===== src/common/eutr_pkg.sv =====
package eutr_pkg;
	localparam int CLK_PERIOD_NS = 10;
	localparam int MEM_CYCLE_NS = 750;
	localparam int SLOTS_PER_CYCLE = 15;
	localparam int CYCLE_CLKS = (MEM_CYCLE_NS + CLK_PERIOD_NS - 1) / CLK_PERIOD_NS;
	localparam int SLOT_CLKS = CYCLE_CLKS / SLOTS_PER_CYCLE;
	localparam logic [3:0] SLOT_FIRST = 4'h1;
	localparam logic [3:0] SLOT_PRE_T3 = 4'h2;
	localparam logic [3:0] SLOT_PRE_T5 = 4'h4;
	localparam logic [3:0] SLOT_T13 = 4'hd;
	localparam logic [3:0] SLOT_LAST = 4'hf;
	// First word, bit 0 being the MSB: indirect flag bit 5, map bit 6, unit bits 10..15
	localparam int INDIRECT_BIT = 10;
	localparam int MAP_BIT = 9;
	localparam int UNIT_W = 6;
	// Indirect-format word
	localparam int CHAIN_IND_BIT = 15;
	localparam int CHAIN_IDX_BIT = 14;
	localparam int ADDR_LOW_W = 14;
	localparam int PC_W = 15;
	localparam logic [14:0] PC_RST = 15'h0000;
	localparam logic [14:0] PC_STEP = 15'h0002;
	localparam logic [7:0] REG_CTRL = 8'h00;
	localparam logic [7:0] REG_INSTR = 8'h04;
	localparam logic [7:0] REG_OPER = 8'h08;
	localparam logic [7:0] REG_PC = 8'h0c;
	localparam logic [7:0] REG_INDEX = 8'h10;
	localparam logic [7:0] REG_STATUS = 8'h14;
	localparam logic [7:0] REG_MEM_BASE = 8'h40;
	localparam int CTRL_GO = 0;
	localparam int CTRL_MCLR = 1;
	localparam int STAT_BUSY = 0;
	localparam int STAT_DONE = 1;
	localparam int STAT_SKIP = 2;
	localparam logic [1:0] RESP_OKAY = 2'h0;
	localparam logic [1:0] RESP_SLVERR = 2'h2;
	typedef enum {S_IDLE, S_ARM, S_I1, S_I2, S_IND, S_E1, S_E2, S_TAIL} eutr_state_e;
endpackage


===== src/common/eutr_slot_if.sv =====
`timescale 1ns/100ps
`default_nettype none
interface eutr_slot_if;
	logic [3:0] slot;
	logic slot_last;
	logic cyc_end;
	modport src(output slot, slot_last, cyc_end);
	modport sink(input slot, slot_last, cyc_end);
endinterface
`default_nettype wire


===== src/core/eutr_host.sv =====
`timescale 1ns/100ps
`default_nettype none
module eutr_host import eutr_pkg::*; #(
	parameter int MEM_WORDS = 16
) (
	input wire logic clk_sys_in,
	input wire logic rst_in,
	input wire logic [7:0] s_axi_awaddr_in,
	input wire logic s_axi_awvalid_in,
	output logic s_axi_awready_out,
	input wire logic [31:0] s_axi_wdata_in,
	input wire logic [3:0] s_axi_wstrb_in,
	input wire logic s_axi_wvalid_in,
	output logic s_axi_wready_out,
	output logic [1:0] s_axi_bresp_out,
	output logic s_axi_bvalid_out,
	input wire logic s_axi_bready_in,
	input wire logic [7:0] s_axi_araddr_in,
	input wire logic s_axi_arvalid_in,
	output logic s_axi_arready_out,
	output logic [31:0] s_axi_rdata_out,
	output logic [1:0] s_axi_rresp_out,
	output logic s_axi_rvalid_out,
	input wire logic s_axi_rready_in,
	output logic test_instr_n_out,
	output logic [5:0] unit_out,
	output logic instr_sync_out,
	output logic data_here_out,
	output logic [15:0] io_bus_out,
	output logic master_clear_out,
	input wire logic sync_return_in,
	input wire logic test_return_in,
	input wire logic data_accepted_in
);
	localparam int MA_W = $clog2(MEM_WORDS);
	generate
		if (MEM_WORDS < 2 || MEM_WORDS > 16 || (1 << MA_W) != MEM_WORDS) begin : g_bad
			$error("MEM_WORDS must be a power of two from 2 to 16");
		end
	endgenerate

	eutr_slot_if slot_if();
	eutr_slot_timer u_timer (
		.clk_sys_in(clk_sys_in),
		.rst_in(rst_in),
		.slot_if(slot_if)
	);

	////////////////////////////////////////////////////////////////////////////////
	// Register slave
	logic aw_full, w_full, bvalid, rvalid, w_go_ok;
	logic [7:0] aw_addr;
	logic [31:0] w_data, rdata;
	logic [1:0] bresp, rresp;
	logic [15:0] instr, oper, index;
	logic next_aw_full, next_w_full, next_bvalid, next_rvalid, next_w_go_ok;
	logic [7:0] next_aw_addr;
	logic [31:0] next_w_data, next_rdata;
	logic [1:0] next_bresp, next_rresp;
	logic [15:0] next_instr, next_oper, next_index;
	logic [15:0] mem [MEM_WORDS];
	logic wr_go, mem_hit_w, mem_hit_r;
	logic go_req, mclr_req, pc_wr;
	eutr_state_e st, next_st;
	logic [14:0] pc, next_pc;
	logic done, result, next_done, next_result;

	assign wr_go = aw_full && w_full && !bvalid;
	assign mem_hit_w = aw_addr >= REG_MEM_BASE && aw_addr < REG_MEM_BASE + 8'(4 * MEM_WORDS);
	assign mem_hit_r = s_axi_araddr_in >= REG_MEM_BASE
		&& s_axi_araddr_in < REG_MEM_BASE + 8'(4 * MEM_WORDS);
	// Strobe is kept with the data: the live wstrb is meaningless once the beat is taken
	assign go_req = wr_go && aw_addr == REG_CTRL && w_go_ok && w_data[CTRL_GO];
	assign mclr_req = wr_go && aw_addr == REG_CTRL && w_data[CTRL_MCLR];
	assign pc_wr = wr_go && aw_addr == REG_PC;

	always_comb begin
		next_aw_full = aw_full;
		next_aw_addr = aw_addr;
		next_w_full = w_full;
		next_w_data = w_data;
		next_w_go_ok = w_go_ok;
		next_bvalid = bvalid;
		next_bresp = bresp;
		next_rvalid = rvalid;
		next_rdata = rdata;
		next_rresp = rresp;
		next_instr = instr;
		next_oper = oper;
		next_index = index;
		if (s_axi_awvalid_in && !aw_full) begin
			next_aw_full = 1'b1;
			next_aw_addr = {s_axi_awaddr_in[7:2], 2'b00};
		end
		if (s_axi_wvalid_in && !w_full) begin
			next_w_full = 1'b1;
			next_w_data = s_axi_wdata_in;
			next_w_go_ok = s_axi_wstrb_in[0];
		end
		if (bvalid && s_axi_bready_in) begin
			next_bvalid = 1'b0;
		end
		if (wr_go) begin
			next_aw_full = 1'b0;
			next_w_full = 1'b0;
			next_bvalid = 1'b1;
			next_bresp = RESP_OKAY;
			unique case (aw_addr)
				REG_CTRL, REG_PC, REG_STATUS: ;
				REG_INSTR: next_instr = w_data[15:0];
				REG_OPER: next_oper = w_data[15:0];
				REG_INDEX: next_index = w_data[15:0];
				default: if (!mem_hit_w) next_bresp = RESP_SLVERR;
			endcase
		end
		if (rvalid && s_axi_rready_in) begin
			next_rvalid = 1'b0;
		end
		if (s_axi_arvalid_in && !rvalid) begin
			next_rvalid = 1'b1;
			next_rresp = RESP_OKAY;
			unique case ({s_axi_araddr_in[7:2], 2'b00})
				REG_CTRL: next_rdata = 32'h0;
				REG_INSTR: next_rdata = {16'h0, instr};
				REG_OPER: next_rdata = {16'h0, oper};
				REG_PC: next_rdata = {17'h0, pc};
				REG_INDEX: next_rdata = {16'h0, index};
				REG_STATUS: next_rdata = {29'h0, result, done, st != S_IDLE};
				default: begin
					next_rdata = mem_hit_r ? {16'h0, mem[s_axi_araddr_in[MA_W+1:2]]} : 32'h0;
					next_rresp = mem_hit_r ? RESP_OKAY : RESP_SLVERR;
				end
			endcase
		end
	end
	always_ff @(posedge clk_sys_in or posedge rst_in) begin
		if (rst_in) begin
			aw_full <= 1'b0;
			aw_addr <= 8'h0;
			w_full <= 1'b0;
			w_data <= 32'h0;
			w_go_ok <= 1'b0;
			bvalid <= 1'b0;
			bresp <= RESP_OKAY;
			rvalid <= 1'b0;
			rdata <= 32'h0;
			rresp <= RESP_OKAY;
			instr <= 16'h0;
			oper <= 16'h0;
			index <= 16'h0;
		end else begin
			aw_full <= next_aw_full;
			aw_addr <= next_aw_addr;
			w_full <= next_w_full;
			w_data <= next_w_data;
			w_go_ok <= next_w_go_ok;
			bvalid <= next_bvalid;
			bresp <= next_bresp;
			rvalid <= next_rvalid;
			rdata <= next_rdata;
			rresp <= next_rresp;
			instr <= next_instr;
			oper <= next_oper;
			index <= next_index;
		end
	end
	// Core memory image for the indirect chain; no reset, software loads it
	always_ff @(posedge clk_sys_in) begin
		if (wr_go && mem_hit_w) begin
			mem[aw_addr[MA_W+1:2]] <= w_data[15:0];
		end
	end
	assign s_axi_awready_out = !aw_full;
	assign s_axi_wready_out = !w_full;
	assign s_axi_bvalid_out = bvalid;
	assign s_axi_bresp_out = bresp;
	assign s_axi_arready_out = !rvalid;
	assign s_axi_rvalid_out = rvalid;
	assign s_axi_rdata_out = rdata;
	assign s_axi_rresp_out = rresp;

	////////////////////////////////////////////////////////////////////////////////
	// Instruction sequencer
	logic test_n, sync, hold, dh, mclr, more, next_more;
	logic [5:0] unit;
	logic [15:0] bus;
	logic [14:0] addr;
	logic next_test_n, next_sync, next_hold, next_dh;
	logic [5:0] next_unit;
	logic [15:0] next_bus;
	logic [14:0] next_addr;
	logic t3, t5, t13e, cyc_end;
	logic [15:0] chain_word;

	assign cyc_end = slot_if.cyc_end;
	assign t3 = slot_if.slot_last && slot_if.slot == SLOT_PRE_T3;
	assign t5 = slot_if.slot_last && slot_if.slot == SLOT_PRE_T5;
	assign t13e = slot_if.slot_last && slot_if.slot == SLOT_T13;
	assign chain_word = (st == S_IND) ? mem[addr[MA_W-1:0]] : oper;

	// Effective address of an indirect-format word, with map and index applied
	function automatic logic [14:0] eff_addr(input logic [15:0] w);
		logic hi;
		hi = instr[MAP_BIT] ? pc[PC_W-1] : 1'b0;
		return 15'({hi, w[ADDR_LOW_W-1:0]} + (w[CHAIN_IDX_BIT] ? index[14:0] : 15'h0));
	endfunction

	always_comb begin
		next_st = st;
		next_pc = pc_wr ? w_data[14:0] : pc;
		next_done = done;
		next_result = result;
		next_test_n = test_n;
		next_unit = unit;
		next_sync = sync;
		next_hold = hold;
		next_dh = dh;
		next_bus = bus;
		next_addr = addr;
		next_more = more;
		unique case (st)
			S_IDLE: if (go_req) begin
				next_st = S_ARM;
				next_done = 1'b0;
			end
			S_ARM: if (cyc_end) next_st = S_I1;
			S_I1: begin
				if (t3) begin
					next_test_n = 1'b0;
					next_unit = instr[UNIT_W-1:0];
				end
				if (t5) begin
					next_sync = 1'b1;
					next_hold = 1'b1;
				end
				if (cyc_end) next_st = S_I2;
			end
			S_I2: begin
				// Skip mode only: the answer is never withheld for readiness
				if (hold && sync_return_in) next_hold = 1'b0;
				if (cyc_end && !hold) begin
					next_sync = 1'b0;
					if (instr[INDIRECT_BIT]) begin
						next_st = S_IND;
						next_addr = eff_addr(oper);
						// The flag of the address word says what the fetched word is
						next_more = oper[CHAIN_IND_BIT];
					end else begin
						next_st = S_E1;
						next_bus = oper;
						next_dh = 1'b1;
					end
				end
			end
			S_IND: if (cyc_end) begin
				if (more) begin
					next_addr = eff_addr(chain_word);
					next_more = chain_word[CHAIN_IND_BIT];
				end else begin
					next_st = S_E1;
					next_bus = chain_word;
					next_dh = 1'b1;
				end
			end
			S_E1: begin
				// Hold reused as the answered flag for this cycle
				if (dh && data_accepted_in) begin
					next_result = test_return_in;
					next_dh = 1'b0;
					next_bus = 16'h0;
					next_hold = 1'b1;
				end
				if (cyc_end && hold) begin
					next_hold = 1'b0;
					next_st = S_E2;
				end
			end
			S_E2: if (cyc_end) begin
				next_pc = pc + PC_STEP + {14'h0, result};
				next_st = S_TAIL;
			end
			S_TAIL: if (t13e) begin
				next_test_n = 1'b1;
				next_unit = 6'h0;
				next_done = 1'b1;
				next_st = S_IDLE;
			end
		endcase
		if (mclr_req) begin
			next_st = S_IDLE;
			next_test_n = 1'b1;
			next_unit = 6'h0;
			next_sync = 1'b0;
			next_hold = 1'b0;
			next_dh = 1'b0;
			next_bus = 16'h0;
		end
	end
	always_ff @(posedge clk_sys_in or posedge rst_in) begin
		if (rst_in) begin
			st <= S_IDLE;
			pc <= PC_RST;
			done <= 1'b0;
			result <= 1'b0;
			test_n <= 1'b1;
			unit <= 6'h0;
			sync <= 1'b0;
			hold <= 1'b0;
			dh <= 1'b0;
			bus <= 16'h0;
			addr <= 15'h0;
			more <= 1'b0;
			mclr <= 1'b0;
		end else begin
			st <= next_st;
			pc <= next_pc;
			done <= next_done;
			result <= next_result;
			test_n <= next_test_n;
			unit <= next_unit;
			sync <= next_sync;
			hold <= next_hold;
			dh <= next_dh;
			bus <= next_bus;
			addr <= next_addr;
			more <= next_more;
			mclr <= mclr_req;
		end
	end
	assign test_instr_n_out = test_n;
	assign unit_out = unit;
	assign instr_sync_out = sync;
	assign data_here_out = dh;
	assign io_bus_out = bus;
	assign master_clear_out = mclr;
endmodule
`default_nettype wire


===== src/core/eutr_slot_timer.sv =====
`timescale 1ns/100ps
`default_nettype none
module eutr_slot_timer import eutr_pkg::*; (
	input wire logic clk_sys_in,
	input wire logic rst_in,
	eutr_slot_if.src slot_if
);
	logic [3:0] tick;
	logic [3:0] slot;
	logic [3:0] next_tick;
	logic [3:0] next_slot;
	logic last;

	// Free-running memory cycle of fifteen equal timing slots
	assign last = (tick == 4'(SLOT_CLKS - 1));
	always_comb begin
		next_tick = last ? 4'h0 : tick + 4'h1;
		next_slot = slot;
		if (last) begin
			next_slot = (slot == SLOT_LAST) ? SLOT_FIRST : slot + 4'h1;
		end
	end
	always_ff @(posedge clk_sys_in or posedge rst_in) begin
		if (rst_in) begin
			tick <= 4'h0;
			slot <= SLOT_FIRST;
		end else begin
			tick <= next_tick;
			slot <= next_slot;
		end
	end
	assign slot_if.slot = slot;
	assign slot_if.slot_last = last;
	assign slot_if.cyc_end = last && (slot == SLOT_LAST);
endmodule
`default_nettype wire


===== config.mk =====
export PLATFORM = sky130hd
export DESIGN_NAME = eutr_host
export DESIGN_NICKNAME = d
export VERILOG_FILES = /design/src/common/eutr_pkg.sv /design/src/common/eutr_slot_if.sv /design/src/core/eutr_host.sv /design/src/core/eutr_slot_timer.sv
export SDC_FILE = /design/constraint.sdc
export NUM_CORES = 1
export LEC_CHECK = 0
export BUFFER_PORTS_ARGS = -buffer_cell sky130_fd_sc_hd__buf_2
export CAP_MARGIN = 20
export CORE_UTILIZATION = 50
export DETAILED_ROUTE_END_ITERATION = 8
export GPL_TIMING_DRIVEN = 0
export PLACE_DENSITY = 0.76
export SKIP_LAST_GASP = 1
export SLEW_MARGIN = 40
export SYNTH_ARGS = -nofsm -noshare
export SYNTH_HDL_FRONTEND = slang
export SYNTH_HIERARCHICAL = 1
export SYNTH_SLANG_ARGS = --single-unit

===== constraint.sdc =====
create_clock -name clk_sys_in -period 10.5 [get_ports clk_sys_in]
set_input_delay 3.15 -clock clk_sys_in [delete_from_list [all_inputs] [get_ports clk_sys_in]]
set_output_delay 3.15 -clock clk_sys_in [all_outputs]
set_load 0.02 [all_outputs]

# == After elaboration in Yosys (flattened, before gate mapping) ==
# Memory sizes are Yosys's and may differ from the RTL's.
# Index checks and enable logic that the tools add are counted.
# word_totals
regBits,200
latch_bits,0
mem_bits_rw,256
romBits,0
in_bits,62
output_inout_bits,67
wordCells,218
n_memories,1
# mem_list
memory,words,word_bits,rd,rd_ports_with_merged_regs,write_ports,line,source
mem,16,16,2,0,1,eutr_host.sv:61,logic [15:0] mem [MEM_WORDS];
# classes
n_addsub,6
mul,0
div_mod_pow,0
order_cmp,4
eq_ne,44
shifts,0
n_mux,79
bitwise_logic,0
reduce_logical,56
# ops
operator,n
$mux 32,10
$pmux 32 s8,1
$eq 32x3->1 const B,4
$mux 16,8
$pmux 16 s6,1
$eq 32x2->1 const B,2
$pmux 16 s3,1
$mux 15,3
$ne 3x3->1 const B,14
$eq 32x1->1 const B,1
$eq 32x4->1 const B,1
$logic_not 32->1,1
$mux 1,32
$mux 4,8
$reduce_bool 32->1,1
$eq 6x2->1 const B,4
$eq 6x3->1 const B,4
$logic_and 1x1->1,23
$mux 6,3
$ge 8x7->1 const B,2
$lt 8x8->1 const B,2
$add 15x1->15,1
$add 15x2->15 const B,1
$eq 6x1->1 const B,2
other kinds (25),59

# == Depth between registers and ports, before layout ==
# logic_depth
ltp_word,8
ltp_mapped,15
mapped_depth_nobuf,13

# == By module ==
# Netlist, hierarchy kept.
# by_module_without_submodules
mod,n_inst,cells_each,area_each_um2,seq_area_each_um2
eutr_host,1,1177,18933.2,11317.1
eutr_slot_timer,1,35,389.1,201.4

# == Worst setup path after synthesis ==
# Ideal clock, no wire load.
# synth_timing
kind,in2reg
startpoint,in s_axi_araddr_in[2]
endpoint,"reg rdata[10], in the netlist s_axi_rdata_out[10]"
setup_time_ns,0.132
t_arrival_ns,4.711
required_time_ns,10.368
setup_slack_ns,5.657
cell_stages,6
n_path_buf,2
cell_sequence,buf_4 -> buf_4 -> mux4_2 -> mux4_2 -> a21oi_1 -> o21ai_1
# synth_via
elab_chain_len,4
elab_cells_between_ends,12
classes_between,2 x order compare; 5 x eq/ne; 2 x mux; 2 x reduce/logical; 1 x memory
# synth_lines
element,line,source
start: declaration,eutr_host.sv:18,"input wire logic [7:0] s_axi_araddr_in,"
$ge 8x7->1 or $lt 8x8->1 (tied branches),"eutr_host.sv:70, eutr_host.sv:71",
$logic_and 1x1->1,eutr_host.sv:71,&& s_axi_araddr_in < REG_MEM_BASE + 8'(4 * MEM_WORDS);
$mux 16,eutr_host.sv:130,"next_rdata = mem_hit_r ? {16'h0, mem[s_axi_araddr_in[MA_W+1:2]]} : 32'h0;"
$pmux 16 s6 (*),eutr_host.sv:122,"unique case ({s_axi_araddr_in[7:2], 2'b00})"
end signal: assignment,eutr_host.sv:160,rdata <= next_rdata;
end: declaration,eutr_host.sv:53,"logic [31:0] w_data, rdata;"
# Every way passes the cells marked *; elsewhere a longest branch is shown, timed or not.
# A chain may end at the register's enable or synchronous reset.

# == Final worst setup path ==
# layout_timing
startpoint,in s_axi_araddr_in[3]
endpoint,"reg rdata[7], in the netlist s_axi_rdata_out[7]"
# The elaborated chain is that of the path after synthesis.

==> flow_summary.yaml <==
finish:
  final_util_pct: 58.97
  antennaDiodeCount: 0
  fin_area_mm2: 0.02232
  drive_gt1_share_pct: 35.01
  nets: 1456
  fillers: 2832
  area_delta_synth_final_pct: 15.50
drt:
  drt_wl_total_mm: 54.46
  vias_per_cell: 6.549
  vias: 12567
  wl_per_cell_um: 28.38
  first_pass_iters: 7
  drc: 0
  drtAntennaViolNets: 0
  drtIter0Drc: 1561
sta:
  skew_ns: 0.02357
  fmax_ghz: 0.1951
  maxSlewHeadroom_pct: 44.70
  layout_worst_path_cycle_share_pct: 48.80
  maxSlewViolCount: 0
  tns_ns: 0
  post-route-min-period_ns: 5.124
  finalSetupViolations: 0
  worst_pin_slew_ns: 0.8296
  rsz0062_at_grt: "false"
  finalHoldViolCount: 0
synth:
  yosysTopAreaCellShare_pct: 39.79
  yosys.area.top_type: "edfxtp_1"
  netlist_area_mm2: 0.01932
  synth.area.top_cells: "edfxtp_1 40%, dfrtp_1 20%, mux4_2 17%, mux2_2 4.0%, nand2_1 1.6%"
  ys.flop_type: "edfxtp_1"
  synth_edf_count: 256
  avgSynthCellArea_um2: 15.94
  ys_ff_latch: 409
  synth_cells: 1212
  async_flop_share_pct: 37.41
  ys_seq_area_share_pct: 59.61
  yosys_warnings: 6
  synth.distinct_cells: 77
setup_path:
  crit_fanout: 10
  path_depth: 7
  endpoint: "s_axi_rdata_out[7]$_DFFE_PP0P_"
  path_cells: "buf_2, buf_2, buf_1, mux4_2, mux4_2, a21oi_1, o21ai_1"
  path_buf_inv: 3
  slowest_stage: "buf_1"
  critPathTopFamily: "buffers and inverters"
  r2r_setup_slack_ns: 6.93
  startpoint_type: "input port"
  worst_r2r_path_depth: 14
  end_kind: "flip-flop"
  cp.required_ns: 10.91
  slowest_delay_ns: 0.60
  worstSetupPathType: "input port to flip-flop"
  r2r_start: "addr[1]$_DFFE_PP0P_"
  worstPathArrival_ns: 5.54
  startpoint: "s_axi_araddr_in[3]"
  r2r-end: "addr[3]$_DFFE_PP0P_"
clock_tree:
  cts_buffers: 42
  clk_pin_slew_ns: 0.07
  cts.path.max_buffers: 3
  ctsHoldBuffers: 0
  post_cts_buffers: 0
  root_buffer: "clkbuf_16"
  cts_htree_levels: 2
  cts_repair_resize_count: 0
  clock_sinks: 409
  clk-insertion-delay-late_ns: 0.56
  cts_tree: "built"
global_route:
  grt_pass1_vias: 12486
  antenna_found_initial: 0
  gr-total-overflow: 0
  grt_max_degree: 66
  grt_usage_pct: 28.36
  grt_pass1_wl_mm: 80.35
floorplanning:
  start_util_pct: 51.06
  coreArea_mm2: 0.03784
  die_width_um: 198.6
  io_pins: 129
  die_y_um: 198.6
  die_area_mm2: 0.03943
  placementRows: 71
run_status:
  status: "completed"
placement:
  gp_congestion: 0.9170
  dp_hpwl_mm: 37.98
  placed_cell_area_mm2: 0.02096
  io_buffers: 86
pwr:
  p_sw_share_pct: 31.76
  p_total_w: 0.004791
  power_leakage_nw: 8.288
  p_comb_share_pct: 17.8
  switching_power_w: 0.001522
  power.internal_w: 0.003269
  irDropWorstVdd_mv: 0.2070
  pwr-share-clk_pct: 30.5
  seq_power_share_pct: 51.7
  power_density_mw_per_mm2: 214.7
worst_hold_path:
  hp-class: "flip-flop to flip-flop"
job:
  max_cap_viol_count: 0
state kept, by name, summed over array words and instances, names as in the netlist, 3 cells and up:
name	cells
aw_addr	6
index	16
s_axi_rdata_out	16
pc	15
unit_out	6
w_data	16
u_timer/slot_if.slot	4
oper	16
st	3
io_bus_out	16
addr	4
instr	16
mem	256
u_timer/tick	4
cell type report:
cell class / count / area, um2 / share of cell area, %
repair buffers: 104 / 800.8 / 3.588
inverters: 25 / 101.3 / 0.4541
clock buffers: 57 / 1200 / 5.376
clock inverters: 18 / 142.6 / 0.6391
plain buffers: 95 / 545.5 / 2.444
well taps: 511 / 639.4 / 2.865
flip-flops and latches: 409 / 11520 / 51.61
multi-input cells: 700 / 7370 / 33.02
kinds of logic (layout without fill, tap and decap cells):
logic type / Yosys count / after routing / share of synthesized area, %
muxes: 234 / 234 / 22.64
DFF: 409 / 409 / 59.61
AOI/OAI and AO/OA: 173 / 173 / 6.501
adders and majority gates: 17 / 17 / 1.179
and+or+nand+nor: 250 / 250 / 6.411
xor gates and xnor gates: 8 / 8 / 0.3626
buffers and inverters: 120 / 299 / 3.270
other: 1 / 18 / 0.01941
power groups by stage:
stage | combinational [W] | clock [W] | sequential [W]
6_report | 0.000855 | 0.00146 | 0.00248
2_1_floorplan | 0.000521 | 0 | 0.00238
5_1_grt | 0.000923 | 0.00153 | 0.00250
3_5_place_dp | 0.000836 | 0 | 0.00249
3_3_place_gp | 0.000782 | 0 | 0.00247
4_1_cts | 0.000847 | 0.00146 | 0.00246
metrics by stage:
| stage | hold WS (ns) | setup slack (ns) | std cells |
|---|---|---|---|
| 2_1_floorplan | 0.4485 | 3.457 | 1229 |
| 3_3_place_gp | 0.4624 | 1.888 | 1826 |
| 3_5_place_dp | 0.4653 | 4.643 | 1844 |
| 4_1_cts | 0.4788 | 5.210 | 1919 |
| 5_1_grt | 0.5027 | 5.350 | 1919 |
| 6_report | 0.4770 | 5.376 | 1919 |
synth_stat cells (all sizes together), types with 4 or more instances:
library cell and instances:
a211oi 12, a21o 8, a21oi 35, a221oi 11, a222oi 15, a22o 7, a22oi 6, a31oi 4
and2 5, and3 6, and3b 4, buf 64, clkbuf 31, dfrtp 151, edfxtp 256, ha 15
inv 25, mux2 72, mux2i 9, mux4 153, nand2 81, nand2b 8, nand3 19, nand3b 6
nand4 4, nor2 70, nor2b 7, nor3 23, o21a 6, o21ai 39, o221a 5, o22ai 5
xnor2 6
layout by cell type, fill, tap and decap left out, types with 20 or more instances in the layout:
cell type,instances
mux2_2,68
nor3_1,20
a21oi_1,35
o21ai_0,22
dfrtp_1,151
mux4_2,146
buf_4,33
nand2_1,81
clkbuf_1,37
nor2_1,53
edfxtp_1,256
inv_1,24
clkbuf_16,44
buf_2,109
metal layers:
metal | up-vias | global-route usage [%] | wire length (um)
met3 | 137 | 6.087 | 5748
met5 | - | 0 | 0
li1 | 5132 | - | -
met4 | 0 | 12.56 | 2412
met1 | 6435 | 38.47 | 20590
met2 | 863 | 44.35 | 25710
worst min-delay path by stage:
stage	end	slack [ns]	startpoint	depth (start not counted)
floorplan	u_timer/tick[0]$_DFF_PP0_	0.45	u_timer/tick[0]$_DFF_PP0_	1
detailed placement	s_axi_rdata_out[1]$_DFFE_PP0P_	0.47	s_axi_rdata_out[1]$_DFFE_PP0P_	1
global route	s_axi_rdata_out[15]$_DFFE_PP0P_	0.50	s_axi_rdata_out[15]$_DFFE_PP0P_	1
finish	s_axi_rdata_out[1]$_DFFE_PP0P_	0.48	s_axi_rdata_out[1]$_DFFE_PP0P_	1
CTS	s_axi_rdata_out[1]$_DFFE_PP0P_	0.48	s_axi_rdata_out[1]$_DFFE_PP0P_	1
global placement	s_axi_rdata_out[1]$_DFFE_PP0P_	0.46	s_axi_rdata_out[1]$_DFFE_PP0P_	1
(Power assumes the default switching activity.)
